File: src/fsss_pkg.sv
package fsss_pkg;
   // ----------------------------------------
   // State codes, readable by the master
   // ----------------------------------------
   typedef enum logic [2:0] {
      FSSS_POWER_ON = 3'b000,
      FSSS_CONFIG   = 3'b001,
      FSSS_GUARDED  = 3'b010,
      FSSS_RUNNING  = 3'b011,
      FSSS_FW_UPD   = 3'b100
   } fsss_state_t;

   // ----------------------------------------
   // Widths and timing
   // ----------------------------------------
   localparam int          FSSS_IO_W       = 8;
   localparam int          FSSS_MULT_W     = 16;
   localparam int          FSSS_WDT_W      = 16;
   localparam int          FSSS_BASE_NS    = 40;
   localparam int          FSSS_CLK_NS     = 8;
   localparam int          FSSS_BASE_CYC   = (FSSS_BASE_NS + FSSS_CLK_NS - 1)
                                             / FSSS_CLK_NS;
   localparam logic [2:0]  FSSS_BASE_LAST  = 3'(FSSS_BASE_CYC - 1);
   localparam logic [16:0] FSSS_MULT_ADD   = 17'h00002;
   localparam logic [FSSS_IO_W-1:0] FSSS_SAFE_OUT = 8'h00;
endpackage

File: src/fsss_slave_state_sequencer.sv
// How it works
// - State changes only on master request
// - Reset enters power-on, no traffic allowed
// - Power-on to config checks mailbox setup
// - Config allows mailbox, refuses process data
// - Config to guarded checks process setup, and clock setup if DC_USED
// - Inputs copied to memory before acknowledge
// - Guarded: traffic allowed, inputs refresh, outputs safe
// - WDT_MON_EN low lets guarded drive outputs
// - Running applies master outputs, all traffic
// - Firmware update only from power-on
// - Firmware update: file transfer mailbox only
// - Timeout restarts on access, forces outputs
// - Tick is multiplier plus two base periods
`timescale 1ns/1ns
`default_nettype none
module fsss_slave_state_sequencer
   import fsss_pkg::*;
(
   // Clock and reset
   input  wire logic                  REF_CLK,
   input  wire logic                  RST_B,
   // State requests from the master
   input  wire logic                  REQ_VALID,
   input  wire fsss_pkg::fsss_state_t REQ_STATE,
   input  wire logic                  ERR_CLEAR,
   // Channel checks
   input  wire logic                  MBX_SETUP_OK,
   input  wire logic                  PD_SETUP_OK,
   input  wire logic                  CLK_SETUP_OK,
   input  wire logic                  DC_USED,
   // Traffic
   input  wire logic                  MBX_MSG,
   input  wire logic                  MBX_IS_FILE,
   input  wire logic                  PD_ACCESS,
   input  wire logic [fsss_pkg::FSSS_IO_W-1:0]   RX_OUT_DATA,
   // Local process inputs (pins)
   input  wire logic [fsss_pkg::FSSS_IO_W-1:0]   PIN_IN,
   // Timeout configuration
   input  wire logic                  WDT_MON_EN,
   input  wire logic [fsss_pkg::FSSS_MULT_W-1:0] WDT_MULT,
   input  wire logic [fsss_pkg::FSSS_WDT_W-1:0]  WDT_TIME,
   // Results
   output logic                       REQ_ACK,
   output logic                       REQ_ERR,
   output fsss_pkg::fsss_state_t      STATE,
   output logic                       MBX_ACCEPT,
   output logic                       MBX_REJECT,
   output logic                       PD_ACCEPT,
   output logic                       PD_REJECT,
   output logic [fsss_pkg::FSSS_IO_W-1:0]        DPM_IN,
   output logic [fsss_pkg::FSSS_IO_W-1:0]        PIN_OUT,
   output logic                       WDT_EXPIRED
);
   import fsss_pkg::*;

   typedef struct packed {
      fsss_state_t          state;
      logic                 ack;
      logic                 err;
      logic [FSSS_IO_W-1:0] in_s1;
      logic [FSSS_IO_W-1:0] in_s2;
      logic [FSSS_IO_W-1:0] dpm_in;
      logic [FSSS_IO_W-1:0] out;
      logic [2:0]           base_cnt;
      logic [16:0]          mult_cnt;
      logic [FSSS_WDT_W-1:0] wdt_cnt;
      logic                 expired;
   } fsss_regs_t;

   fsss_regs_t r_reg;
   fsss_regs_t r_next;

   function automatic logic pd_allowed(input fsss_state_t s);
      pd_allowed = (s == FSSS_GUARDED) || (s == FSSS_RUNNING);
   endfunction

   logic wdt_on;
   logic tick;
   logic step_ok;
   logic pd_ok;

   assign wdt_on = WDT_MON_EN && (WDT_TIME != '0);
   assign tick   = (r_reg.base_cnt == FSSS_BASE_LAST) &&
                   (r_reg.mult_cnt >= ({1'b0, WDT_MULT} + FSSS_MULT_ADD
                                       - 17'h00001));
   assign pd_ok  = PD_ACCESS && pd_allowed(r_reg.state);

   // ----------------------------------------
   // Transition check
   // ----------------------------------------
   always_comb begin
      step_ok = 1'b0;
      case (REQ_STATE)
         FSSS_POWER_ON: step_ok = 1'b1;
         FSSS_CONFIG: begin
            step_ok = (r_reg.state == FSSS_POWER_ON) ? MBX_SETUP_OK :
                      (r_reg.state != FSSS_FW_UPD);
         end
         FSSS_GUARDED: begin
            step_ok = ((r_reg.state == FSSS_CONFIG) &&
                       PD_SETUP_OK && (!DC_USED || CLK_SETUP_OK)) ||
                      (r_reg.state == FSSS_RUNNING);
         end
         FSSS_RUNNING: step_ok = (r_reg.state == FSSS_GUARDED);
         FSSS_FW_UPD:  step_ok = (r_reg.state == FSSS_POWER_ON);
         default:      step_ok = 1'b0;
      endcase
   end

   // ----------------------------------------
   // Next state
   // ----------------------------------------
   always_comb begin
      r_next       = r_reg;
      r_next.ack   = 1'b0;
      r_next.in_s1 = PIN_IN;
      r_next.in_s2 = r_reg.in_s1;
      if (ERR_CLEAR) begin
         r_next.err = 1'b0;
      end
      if (REQ_VALID) begin
         if (step_ok) begin
            r_next.state = REQ_STATE;
            r_next.ack   = 1'b1;
            if (REQ_STATE == FSSS_GUARDED) begin
               r_next.dpm_in = r_reg.in_s2;
            end
         end else begin
            r_next.err = 1'b1;
         end
      end
      if (pd_allowed(r_reg.state)) begin
         r_next.dpm_in = r_reg.in_s2;
      end
      // Timeout timebase
      if (!wdt_on || pd_ok) begin
         r_next.base_cnt = '0;
         r_next.mult_cnt = '0;
         r_next.wdt_cnt  = '0;
         r_next.expired  = 1'b0;
      end else if (!r_reg.expired) begin
         r_next.base_cnt = (r_reg.base_cnt == FSSS_BASE_LAST) ? 3'h0 :
                           3'(r_reg.base_cnt + 3'h1);
         if (r_reg.base_cnt == FSSS_BASE_LAST) begin
            r_next.mult_cnt = tick ? 17'h00000 :
                              17'(r_reg.mult_cnt + 17'h00001);
         end
         if (tick) begin
            r_next.wdt_cnt = FSSS_WDT_W'(r_reg.wdt_cnt + 1'b1);
            if (FSSS_WDT_W'(r_reg.wdt_cnt + 1'b1) == WDT_TIME) begin
               r_next.expired = 1'b1;
            end
         end
      end
      // Output stage
      if (r_reg.expired) begin
         r_next.out = FSSS_SAFE_OUT;
      end else if (r_reg.state == FSSS_RUNNING) begin
         r_next.out = RX_OUT_DATA;
      end else if (r_reg.state == FSSS_GUARDED && !WDT_MON_EN) begin
         r_next.out = RX_OUT_DATA;
      end else begin
         r_next.out = FSSS_SAFE_OUT;
      end
   end

   always_ff @(posedge REF_CLK) begin
      if (!RST_B) begin
         r_reg       <= '0;
         r_reg.state <= FSSS_POWER_ON;
      end else begin
         r_reg <= r_next;
      end
   end

   // ----------------------------------------
   // Traffic gating
   // ----------------------------------------
   always_comb begin
      case (r_reg.state)
         FSSS_POWER_ON: MBX_ACCEPT = 1'b0;
         FSSS_FW_UPD:   MBX_ACCEPT = MBX_MSG && MBX_IS_FILE;
         default:       MBX_ACCEPT = MBX_MSG;
      endcase
   end
   assign MBX_REJECT  = MBX_MSG && !MBX_ACCEPT;
   assign PD_ACCEPT   = pd_ok;
   assign PD_REJECT   = PD_ACCESS && !pd_ok;
   assign REQ_ACK     = r_reg.ack;
   assign REQ_ERR     = r_reg.err;
   assign STATE       = r_reg.state;
   assign DPM_IN      = r_reg.dpm_in;
   assign PIN_OUT     = r_reg.out;
   assign WDT_EXPIRED = r_reg.expired;

   // ----------------------------------------
   // Checks
   // ----------------------------------------
   property p_no_self_move;
      @(posedge REF_CLK) disable iff (!RST_B)
      !$past(REQ_VALID) |-> $stable(r_reg.state);
   endproperty
   a_no_self_move: assert property (p_no_self_move)
      else $error("State moved without request");

   property p_fw_only_from_on;
      @(posedge REF_CLK) disable iff (!RST_B)
      (r_reg.state == FSSS_FW_UPD) && ($past(r_reg.state) != FSSS_FW_UPD)
      |-> $past(r_reg.state) == FSSS_POWER_ON;
   endproperty
   a_fw_only_from_on: assert property (p_fw_only_from_on)
      else $error("Firmware update entered from wrong state");

   property p_refuse_err;
      @(posedge REF_CLK) disable iff (!RST_B)
      REQ_VALID && !step_ok |=> REQ_ERR && $stable(r_reg.state);
   endproperty
   a_refuse_err: assert property (p_refuse_err)
      else $error("Refused request did not flag error");

   property p_pd_blocked;
      @(posedge REF_CLK) disable iff (!RST_B)
      (r_reg.state inside {FSSS_POWER_ON, FSSS_CONFIG, FSSS_FW_UPD})
      |-> !PD_ACCEPT;
   endproperty
   a_pd_blocked: assert property (p_pd_blocked)
      else $error("Process data accepted in blocked state");

   property p_fw_mbx;
      @(posedge REF_CLK) disable iff (!RST_B)
      (r_reg.state == FSSS_FW_UPD) && MBX_MSG && !MBX_IS_FILE
      |-> MBX_REJECT;
   endproperty
   a_fw_mbx: assert property (p_fw_mbx)
      else $error("Non file mailbox accepted in update");

   property p_guard_safe;
      @(posedge REF_CLK) disable iff (!RST_B)
      (r_reg.state == FSSS_GUARDED) && WDT_MON_EN ##1
      $past(r_reg.state) == FSSS_GUARDED |-> PIN_OUT == FSSS_SAFE_OUT;
   endproperty
   a_guard_safe: assert property (p_guard_safe)
      else $error("Outputs not safe in guarded state");

   property p_run_apply;
      @(posedge REF_CLK) disable iff (!RST_B)
      (r_reg.state == FSSS_RUNNING) && !r_reg.expired
      |=> PIN_OUT == $past(RX_OUT_DATA);
   endproperty
   a_run_apply: assert property (p_run_apply)
      else $error("Running state did not apply outputs");

   property p_expire_off;
      @(posedge REF_CLK) disable iff (!RST_B)
      r_reg.expired |=> PIN_OUT == FSSS_SAFE_OUT;
   endproperty
   a_expire_off: assert property (p_expire_off)
      else $error("Outputs not forced after timeout");

   property p_cfg_check;
      @(posedge REF_CLK) disable iff (!RST_B)
      REQ_VALID && (r_reg.state == FSSS_POWER_ON) &&
      (REQ_STATE == FSSS_CONFIG) && !MBX_SETUP_OK
      |=> r_reg.state == FSSS_POWER_ON;
   endproperty
   a_cfg_check: assert property (p_cfg_check)
      else $error("Config entered with bad mailbox setup");

   property p_guard_image;
      @(posedge REF_CLK) disable iff (!RST_B)
      REQ_VALID && step_ok && (REQ_STATE == FSSS_GUARDED)
      |=> REQ_ACK && (DPM_IN == $past(r_reg.in_s2));
   endproperty
   a_guard_image: assert property (p_guard_image)
      else $error("Input image not loaded before acknowledge");
endmodule
`default_nettype wire

File: config.mk
export PLATFORM = sky130hd
export DESIGN_NAME = fsss_slave_state_sequencer
export DESIGN_NICKNAME = d
export VERILOG_FILES = /design/src/fsss_pkg.sv /design/src/fsss_slave_state_sequencer.sv
export SDC_FILE = /design/constraint.sdc
export NUM_CORES = 1
export LEC_CHECK = 0
export BUFFER_PORTS_ARGS = -buffer_cell sky130_fd_sc_hd__buf_2
export CORE_MARGIN = 4
export CORE_UTILIZATION = 35
export DETAILED_ROUTE_END_ITERATION = 16
export SLEW_MARGIN = 20
export SYNTH_ARGS = -nofsm -noshare
export SYNTH_HDL_FRONTEND = slang
export SYNTH_SLANG_ARGS = --single-unit
File: constraint.sdc
create_clock -name REF_CLK -period 3.2 [get_ports REF_CLK]
set_input_delay 0.32 -clock REF_CLK [delete_from_list [all_inputs] [get_ports REF_CLK]]
set_output_delay 0.32 -clock REF_CLK [all_outputs]
set_load 0.005 [all_outputs]
==> results of run 1 <==
==> cell families after synthesis <==
family | after synthesis | synth area share (%)
multiplexers | 8 | 1.94
AO/OA/AOI/OAI | 92 | 13.7
flip-flops | 74 | 34.9
adder cells (fa/ha/maj) | 22 | 6.48
buffers and inverters | 51 | 6.57
XOR/XNOR | 51 | 10.5
AND/OR/NAND/NOR | 205 | 25.9
==> layer usage <==
layer | part of all wire (%) | vias to the layer above | GRT usage, %
li1 | - | 1951 | -
met1 | 46 | 1775 | 18.3
met2 | 47 | 91 | 23.2
met3 | 6.1 | 4 | 4.20
met4 | 0.60 | 0 | 3.96
met5 | 0 | - | 0
==> worst max path at each step <==
stage | end | slack [ns]
final | r_reg[11] | 0.24
after global routing | r_reg[13] | 0.03
after CTS | r_reg[15] | 0.15
after detailed placement | r_reg[15] | -0.20
after global placement | WDT_EXPIRED | -0.15
after floorplan | r_reg[14] | 0.1
==> layout make-up <==
cell class                 instances  area (µm²)
fill                            1156        6540
multi-input combinational        378        2510
sequential                        74        1480
timing repair buffer             107         596
clock buffer                       9         225
tap                              143         179
clock inverter                     7        83.8
inverter                          13        48.8
==> per-stage QoR <==
step | std cells | instance area, µm²
after floorplan | 503 | 4250
after global placement | 715 | 4790
after detailed placement | 715 | 4790
after CTS | 731 | 5100
after global routing | 731 | 5120
final | 731 | 5120
==> synthesized netlist by cell type (7+ instances only) <==
cell type,count,share of area [%]
nand4_1,13,1.9
buf_4,19,3.4
ha_1,22,6.5
o21ai_0,16,1.9
inv_1,12,1.1
a21oi_1,35,4.1
dfxtp_1,74,35
and2_1,30,4.4
nor4_1,7,1.0
or4_1,14,2.5
and3_1,11,1.6
clkbuf_1,11,0.97
xnor2_1,26,5.4
xor2_1,25,5.2
o31ai_1,13,2.3
buf_2,7,0.82
nor2_1,39,3.4
nand3_1,32,3.8
nand2_1,35,3.1
==> power groups by stage <==
stage | clock network (mW) | registers (mW) | logic [mW]
6_report | 1.05 | 0.945 | 0.178
3_3_place_gp | 0 | 0.966 | 0.175
5_1_grt | 1.11 | 0.947 | 0.202
2_1_floorplan | 0 | 0.962 | 0.0973
3_5_place_dp | 0 | 0.966 | 0.178
4_1_cts | 1.08 | 0.945 | 0.179
==> out/results.ini, run 1 <==
[placed_design]
dp_hpwl_um = 7520
dp_slack_ns = -0.199
port_buffers = 88
place.gp.congestion = 0.841

[clock_network]
cts-root-buf = clkbuf_16
cts_tree = yes
clk_latency_ns = 0.33
cts_buffers = 9
clk_path_buf_depth = 2
cts_hold_buf = 0
cts_setup_buffers = 0
clk_pin_slew_ns = 0.06
h-tree-depth = 3
cts_sinks = 74
ctsResizeCount = 0

[critical_path]
critPathCaptureType = flip-flop
crit_buf_inv = 2
slowest_stage = or4_1
ff2ff_setup_slack_ns = 0.79
reg2reg_to = r_reg[11]
required_ns = 3.47
path_max_fanout = 31
critPathLaunchType = primary input
cpLargestDelayFamily = simple AND/OR/NAND/NOR gates
regToRegStartpoint = r_reg[31]
worstSetupPathDepth = 15
reg2regPathDepth = 8
arrival_ns = 3.23
critPathMostFrequentCell = and3_1
crit_chain = buf_2, and3_1, and3_1, and2_4, nor2b_4, nand2_1, xor2_1, ha_1, nand4_1, or3_4, nor3_4, a211oi_2, buf_12, or4_1, a21oi_1
cp-startpoint = WDT_MULT[2]
cpPeakStageDelay_ns = 0.48
crit_type = in2reg

[min_path]
min_path_cells = 2
min_path_type = in2reg
min_to = PIN_OUT[4]
holdCritStartpoint = RX_OUT_DATA[4]

[logic_synthesis]
synth.distinct_cells = 51
yosys_warnings = 0
netlist_instances = 503
synth_nets = 588
synth_edf_count = 0
synth-seq-cells = 74
ys_async_sr_fraction_pct = 0
synth.cell_area_um2 = 4250
synth.avg_cell_area_um2 = 8.44
ys_seq_area_share_pct = 34.9
yosys_most_used_dff = dfxtp_1

[die]
initial_core_util_pct = 36.4
design.die.area_um2 = 14000
coreArea_um2 = 11700
std_cell_rows = 39
ios = 89
die_w_um = 118
die_h_um = 118

[power]
power.leakage_nw = 2.03
p_total_mw = 2.17
p_sw_uw = 528
comb_power_share_pct = 8.2
switching_share_pct = 24.3
power.share.sequential_pct = 43.6
intPower_mw = 1.64
power.density_nw_per_um2 = 424
power_frac_clock_pct = 48.2
ir_worst_vdd_uv = 243

[grt]
first_global_vias = 3631
antenna_found_initial = 0
grt_pass1_wl_um = 16800
grtUsageTotal_pct = 14.2
grt_max_degree = 32
grt_overflow = 0

[drt]
ant_nets = 0
route.detailed.wl_per_inst_um = 13.5
avgViaCountPerCell = 5.23
drt-pass1-iter-count = 4
drt_iter0_markers = 229
drc = 0
vias = 3821
totalWireLength_um = 9880

[layout]
drive_gt1_share_pct = 22.6
layout_commonest_cell = buf_2
postLayoutCoreUtil_pct = 43.9
area_delta_synth_final_pct = 20.5
largest_reg_flops = 44
mostFrequentLayoutCells = buf_2, dfxtp_1, nor2_1
finalNetCount = 668
n_antenna_cell = 0

[sta]
post-route-period-util_pct = 92.5
rsz0062_at_grt = false
max_clock_freq_ghz = 0.338
tightestPinTransition_ns = 0.548
hold_ws_ns = 0.187
slew_headroom_pct = 63.3
fin_ws_ns = 0.240
setup_tns_ns = 0
hold_violations = 0
setup_viol = 0
min_period_ns = 2.96
clock_skew_ns = 0.00524
slew_viol_final = 0

[run]
cap_violations = 0

[status]
run_status = complete, no violations

Note: power is estimated with default switching activity, not from simulation.
==> run 2: changes to the inputs <==
--- a/config.mk
+++ b/config.mk
@@ -6,6 +6,7 @@
 export NUM_CORES = 1
 export LEC_CHECK = 0
 export BUFFER_PORTS_ARGS = -buffer_cell sky130_fd_sc_hd__buf_2
+export CORE_ASPECT_RATIO = 2
 export CORE_MARGIN = 4
 export CORE_UTILIZATION = 35
 export DETAILED_ROUTE_END_ITERATION = 16
==> run 2 against run 1 <==
Compared with the run above: worst hold slack better by 0.0082 ns; routed wire length grew 8.6%; combinational power about the same; final cell count grew 0.68%; critical path type unchanged; largest cell class unchanged; highest routed layer unchanged.
==> out/results.ini, run 2 (synthesized netlist as in run 1, its figures left out) <==
[status]
run_status = complete, no violations

[critical_path]
path_max_fanout = 8
critPathLaunchType = primary input
reg2regPathDepth = 9
required_ns = 3.46
arrival_ns = 3.29
crit_type = in2reg
critPathCaptureType = flip-flop

[clock_network]
clk_pin_slew_ns = 0.05
cts_tree = yes
cts-root-buf = clkbuf_16
cts_sinks = 74
cts_buffers = 9
clk_path_buf_depth = 2
h-tree-depth = 3
clk_latency_ns = 0.33

[power]
p_sw_uw = 459
comb_power_share_pct = 8.4
power_frac_clock_pct = 47.4
power.share.sequential_pct = 44.1
switching_share_pct = 21.4
power.leakage_nw = 2.04
power.density_nw_per_um2 = 415
ir_worst_vdd_uv = 285
intPower_mw = 1.69

[layout]
largest_reg_flops = 44
drive_gt1_share_pct = 22.8
n_antenna_cell = 0
stdcell_count = 736
layout_commonest_cell = buf_2
mostFrequentLayoutCells = buf_2, dfxtp_1, nor2_1
area_delta_synth_final_pct = 21.7
finalNetCount = 672

[sta]
hold_violations = 0
slew_headroom_pct = 25.7
setup_viol = 0
fin_ws_ns = 0.171
post-route-period-util_pct = 94.7
min_period_ns = 3.03
tightestPinTransition_ns = 1.10
clock_skew_ns = 0.00451
max_clock_freq_ghz = 0.330
slew_viol_final = 0

[die]
initial_core_util_pct = 35.9
coreArea_um2 = 11800
die_w_um = 85.9
design.die.area_um2 = 14100
std_cell_rows = 56
die_h_um = 164
ios = 89

[run]
cap_violations = 0

[drt]
route.detailed.wl_per_inst_um = 14.6
drt-pass1-iter-count = 4
avgViaCountPerCell = 5.32
totalWireLength_um = 10700
ant_nets = 0
drc = 0
drt_iter0_markers = 145
vias = 3916

[grt]
first_global_vias = 3764
grtUsageTotal_pct = 14.8
antenna_found_initial = 0
grt_overflow = 0
grt_max_degree = 30
grt_pass1_wl_um = 16800

[min_path]
min_path_type = in2reg
min_path_cells = 2

[placed_design]
dp_slack_ns = -0.309
port_buffers = 88
place.gp.congestion = 0.897
dp_hpwl_um = 8180
place_inst = 717

## run 2: path summary, 6_finish.rpt
kind	from	end	slack, ns
hold / removal	RX_OUT_DATA[6]	PIN_OUT[6]	0.20
hold reg to reg	r_next[53]	r_reg[53]	0.43
setup / recovery	WDT_MULT[3]	r_reg[16]	0.17
setup reg to reg	r_reg[17]	r_reg[19]	0.39
## run 2: metrics by stage
stage / hold slack, ns / setup TNS (ns) / utilization [%] / instance area (µm²) / total power [mW]
2_1_floorplan: 0.412 / 0 / - / 4250 / 1.06
3_3_place_gp: 0.416 / -5.36 / 40.4 / 4790 / 1.14
3_5_place_dp: 0.423 / -7.51 / 40.4 / 4790 / 1.15
4_1_cts: 0.179 / 0 / 43.0 / 5090 / 2.18
5_1_grt: 0.186 / -0.0156 / 43.7 / 5170 / 2.22
6_report: 0.196 / 0 / 43.7 / 5170 / 2.15
## run 2: critical path, cell delays in order
cell	delay, ns
buf_2	0.10
and3_1	0.16
and3_1	0.18
and2_4	0.16
nor2b_4	0.15
nand2_1	0.07
xor2_1	0.14
ha_1	0.28
nand4_1	0.12
or3_4	0.38
nor3_4	0.21
buf_4	0.17
a211oi_4	0.10
or4_1	0.59
a21oi_2	0.15
## run 2: what timing repair did
action	CTS	global route
hold endpoints to repair	0	0
endpoints found under the setup margin	0	34
buffers inserted	0	2
hold buffers	0	0
resized for setup	0	7
## run 2: power groups by stage
stage                     Clock (mW)  Combinational (mW)  Sequential (mW)
after global routing            1.07               0.204            0.948
after detailed placement           0               0.180            0.967
final                           1.02               0.181            0.947
after global placement             0               0.176            0.966
after CTS                       1.05               0.181            0.947
after floorplan                    0              0.0973            0.962
## run 2: cell type report
type | count | area, µm²
Timing Repair Buffer | 109 | 598
Clock buffer | 13 | 270
Inverter | 13 | 48.8
Multi-Input combinational cell | 380 | 2550
Tap cell | 145 | 181
Sequential cell | 74 | 1480
Clock inverter | 2 | 35.0
Fill cell | 1185 | 6670
## run 2: per-layer routing
metal,GRT usage (%),share of wire [%],vias up
met5,0,0,-
met2,28.3,56,79
li1,-,-,1962
met1,14.9,37,1856
met3,2.56,4.1,19
met4,7.35,2.9,0
==> run 3: changes to the inputs <==
--- a/config.mk
+++ b/config.mk
@@ -10,6 +10,7 @@
 export CORE_MARGIN = 4
 export CORE_UTILIZATION = 35
 export DETAILED_ROUTE_END_ITERATION = 16
+export MAX_ROUTING_LAYER = met4
 export SLEW_MARGIN = 20
 export SYNTH_ARGS = -nofsm -noshare
 export SYNTH_HDL_FRONTEND = slang
==> run 3 against run 2 <==
Compared with the run above: maximum frequency up 0.21%; first-iteration DRC count grew 6.9%; highest routed layer unchanged; global-route usage rose by 0.46 points; non-clock buffer count grew 3; via count increased by 0.13%; clock-buffer cell count unchanged; largest power group unchanged; register-to-register slack improved by 0.02 ns; largest cell class unchanged.
==> out/results.ini, run 3 (synthesized netlist as in run 1, its figures left out) <==
[status]
run_status = complete, no violations

[clock_network]
clk_pin_slew_ns = 0.05
clk_path_buf_depth = 2
clk_latency_ns = 0.33
cts_hold_buf = 0
cts_buffers = 9
h-tree-depth = 3
cts_tree = yes
cts-root-buf = clkbuf_16
cts_sinks = 74

[sta]
rsz0062_at_grt = false
post-route-period-util_pct = 94.5
slew_headroom_pct = 37.7
tightestPinTransition_ns = 0.925
hold_violations = 0
setup_tns_ns = 0
setup_viol = 0
min_period_ns = 3.02
max_clock_freq_ghz = 0.331
clock_skew_ns = 0.00515
slew_viol_final = 0

[grt]
first_global_vias = 3766
antenna_found_initial = 0
grt_max_degree = 30
grt_pass1_wl_um = 16800
grtUsageTotal_pct = 15.3
grt_overflow = 0

[critical_path]
reg2regPathDepth = 10
cpPeakStageDelay_ns = 0.55
cp-startpoint = WDT_MULT[3]
critPathCaptureType = flip-flop
crit_chain = buf_2, and3_1, and3_4, and2_4, nor2b_4, nand2_1, xor2_1, ha_1, nand4_1, or3_4, nor3_4, buf_6, a211oi_4, or4_1, a21oi_1
crit_type = in2reg
required_ns = 3.46
path_max_fanout = 14
crit_path_end = r_reg[5]
arrival_ns = 3.29
reg2reg_to = r_reg[19]
critPathLaunchType = primary input
regToRegStartpoint = r_reg[17]
slowest_stage = or4_1
ff2ff_setup_slack_ns = 0.41

[layout]
finalNetCount = 674
n_antenna_cell = 0
area_delta_synth_final_pct = 21.9
stdcell_count = 738
largest_reg_flops = 44
final-seq-area_um2 = 1480
postLayoutCoreUtil_pct = 43.7
drive_gt1_share_pct = 23.1
fill_cells = 1183
mostFrequentLayoutCells = buf_2, dfxtp_1, nor2_1
layout_commonest_cell = buf_2
multi_input_area_um2 = 2540

[die]
initial_core_util_pct = 35.9
std_cell_rows = 56
die_w_um = 85.9
die_h_um = 164
ios = 89
design.die.area_um2 = 14100
coreArea_um2 = 11800

[min_path]
min_path_type = in2reg

[drt]
drc = 0
ant_nets = 0
vias = 3921
drt-pass1-iter-count = 4
avgViaCountPerCell = 5.31
drt_iter0_markers = 155
totalWireLength_um = 10800
route.detailed.wl_per_inst_um = 14.6

[power]
power.density_nw_per_um2 = 414
ir_worst_vdd_uv = 284
power.leakage_nw = 2.05

[placed_design]
place.gp.congestion = 0.912
place_inst = 717
port_buffers = 88
dp_hpwl_um = 8180

[run]
cap_violations = 0

## run 3: area by class of cell
type	count	share of cell area [%]
sequential	74	28.6
clock inverter	2	0.677
multi-input combinational	379	49.0
clock buffer	13	5.22
timing repair buffer	112	12.1
tap	145	3.50
inverter	13	0.942
## run 3: metal layers
metal  global-route usage, %  vias to the layer above  wire length (µm)  part of all wire [%]
li1                        -                     1963                 -                     -
met1                    15.0                     1852              4040                    37
met2                    28.3                       91              6040                    56
met3                    2.61                       15               481                   4.5
met4                    7.35                        0               250                   2.3
met5                       -                        -                 0                     0
## run 3: power by group
group / internal, mW / switching, mW
registers: 0.938 / 0.00949
clock network: 0.661 / 0.353
logic: 0.0882 / 0.0939
## run 3: through the flow
stage	setup slack, ns	total power [mW]	hold WS [ns]	area [µm²]
2_1_floorplan	0.0956	1.06	0.412	4250
3_3_place_gp	-0.198	1.14	0.416	4790
3_5_place_dp	-0.309	1.15	0.423	4790
4_1_cts	0.0259	2.18	0.179	5090
5_1_grt	0.00745	2.23	0.184	5180
6_report	0.177	2.14	0.196	5180
## run 3: critical path, delay by kind of cell
family / cells / cell delay, ns
XOR/XNOR: 1 / 0.15
adder cells (fa/ha/maj): 1 / 0.27
AND/OR/NAND/NOR: 9 / 2.04
AO/OA/AOI/OAI: 2 / 0.25
buffers and inverters: 2 / 0.24
## run 3: repair_timing
action,CTS,global route
resized for setup,0,14
endpoints found under the setup margin,0,34
setup buffers,0,4
## run 3: worst min path at each step
stage	startpoint	end	slack, ns	depth (start not counted)
2_1_floorplan	r_next[53]	r_reg[53]	0.41	1
3_3_place_gp	r_next[59]	r_reg[59]	0.42	1
3_5_place_dp	r_next[56]	r_reg[56]	0.42	1
4_1_cts	PIN_IN[7]	r_next[60]	0.18	2
5_1_grt	PIN_IN[7]	r_next[60]	0.18	2
6_report	RX_OUT_DATA[6]	PIN_OUT[6]	0.20	2
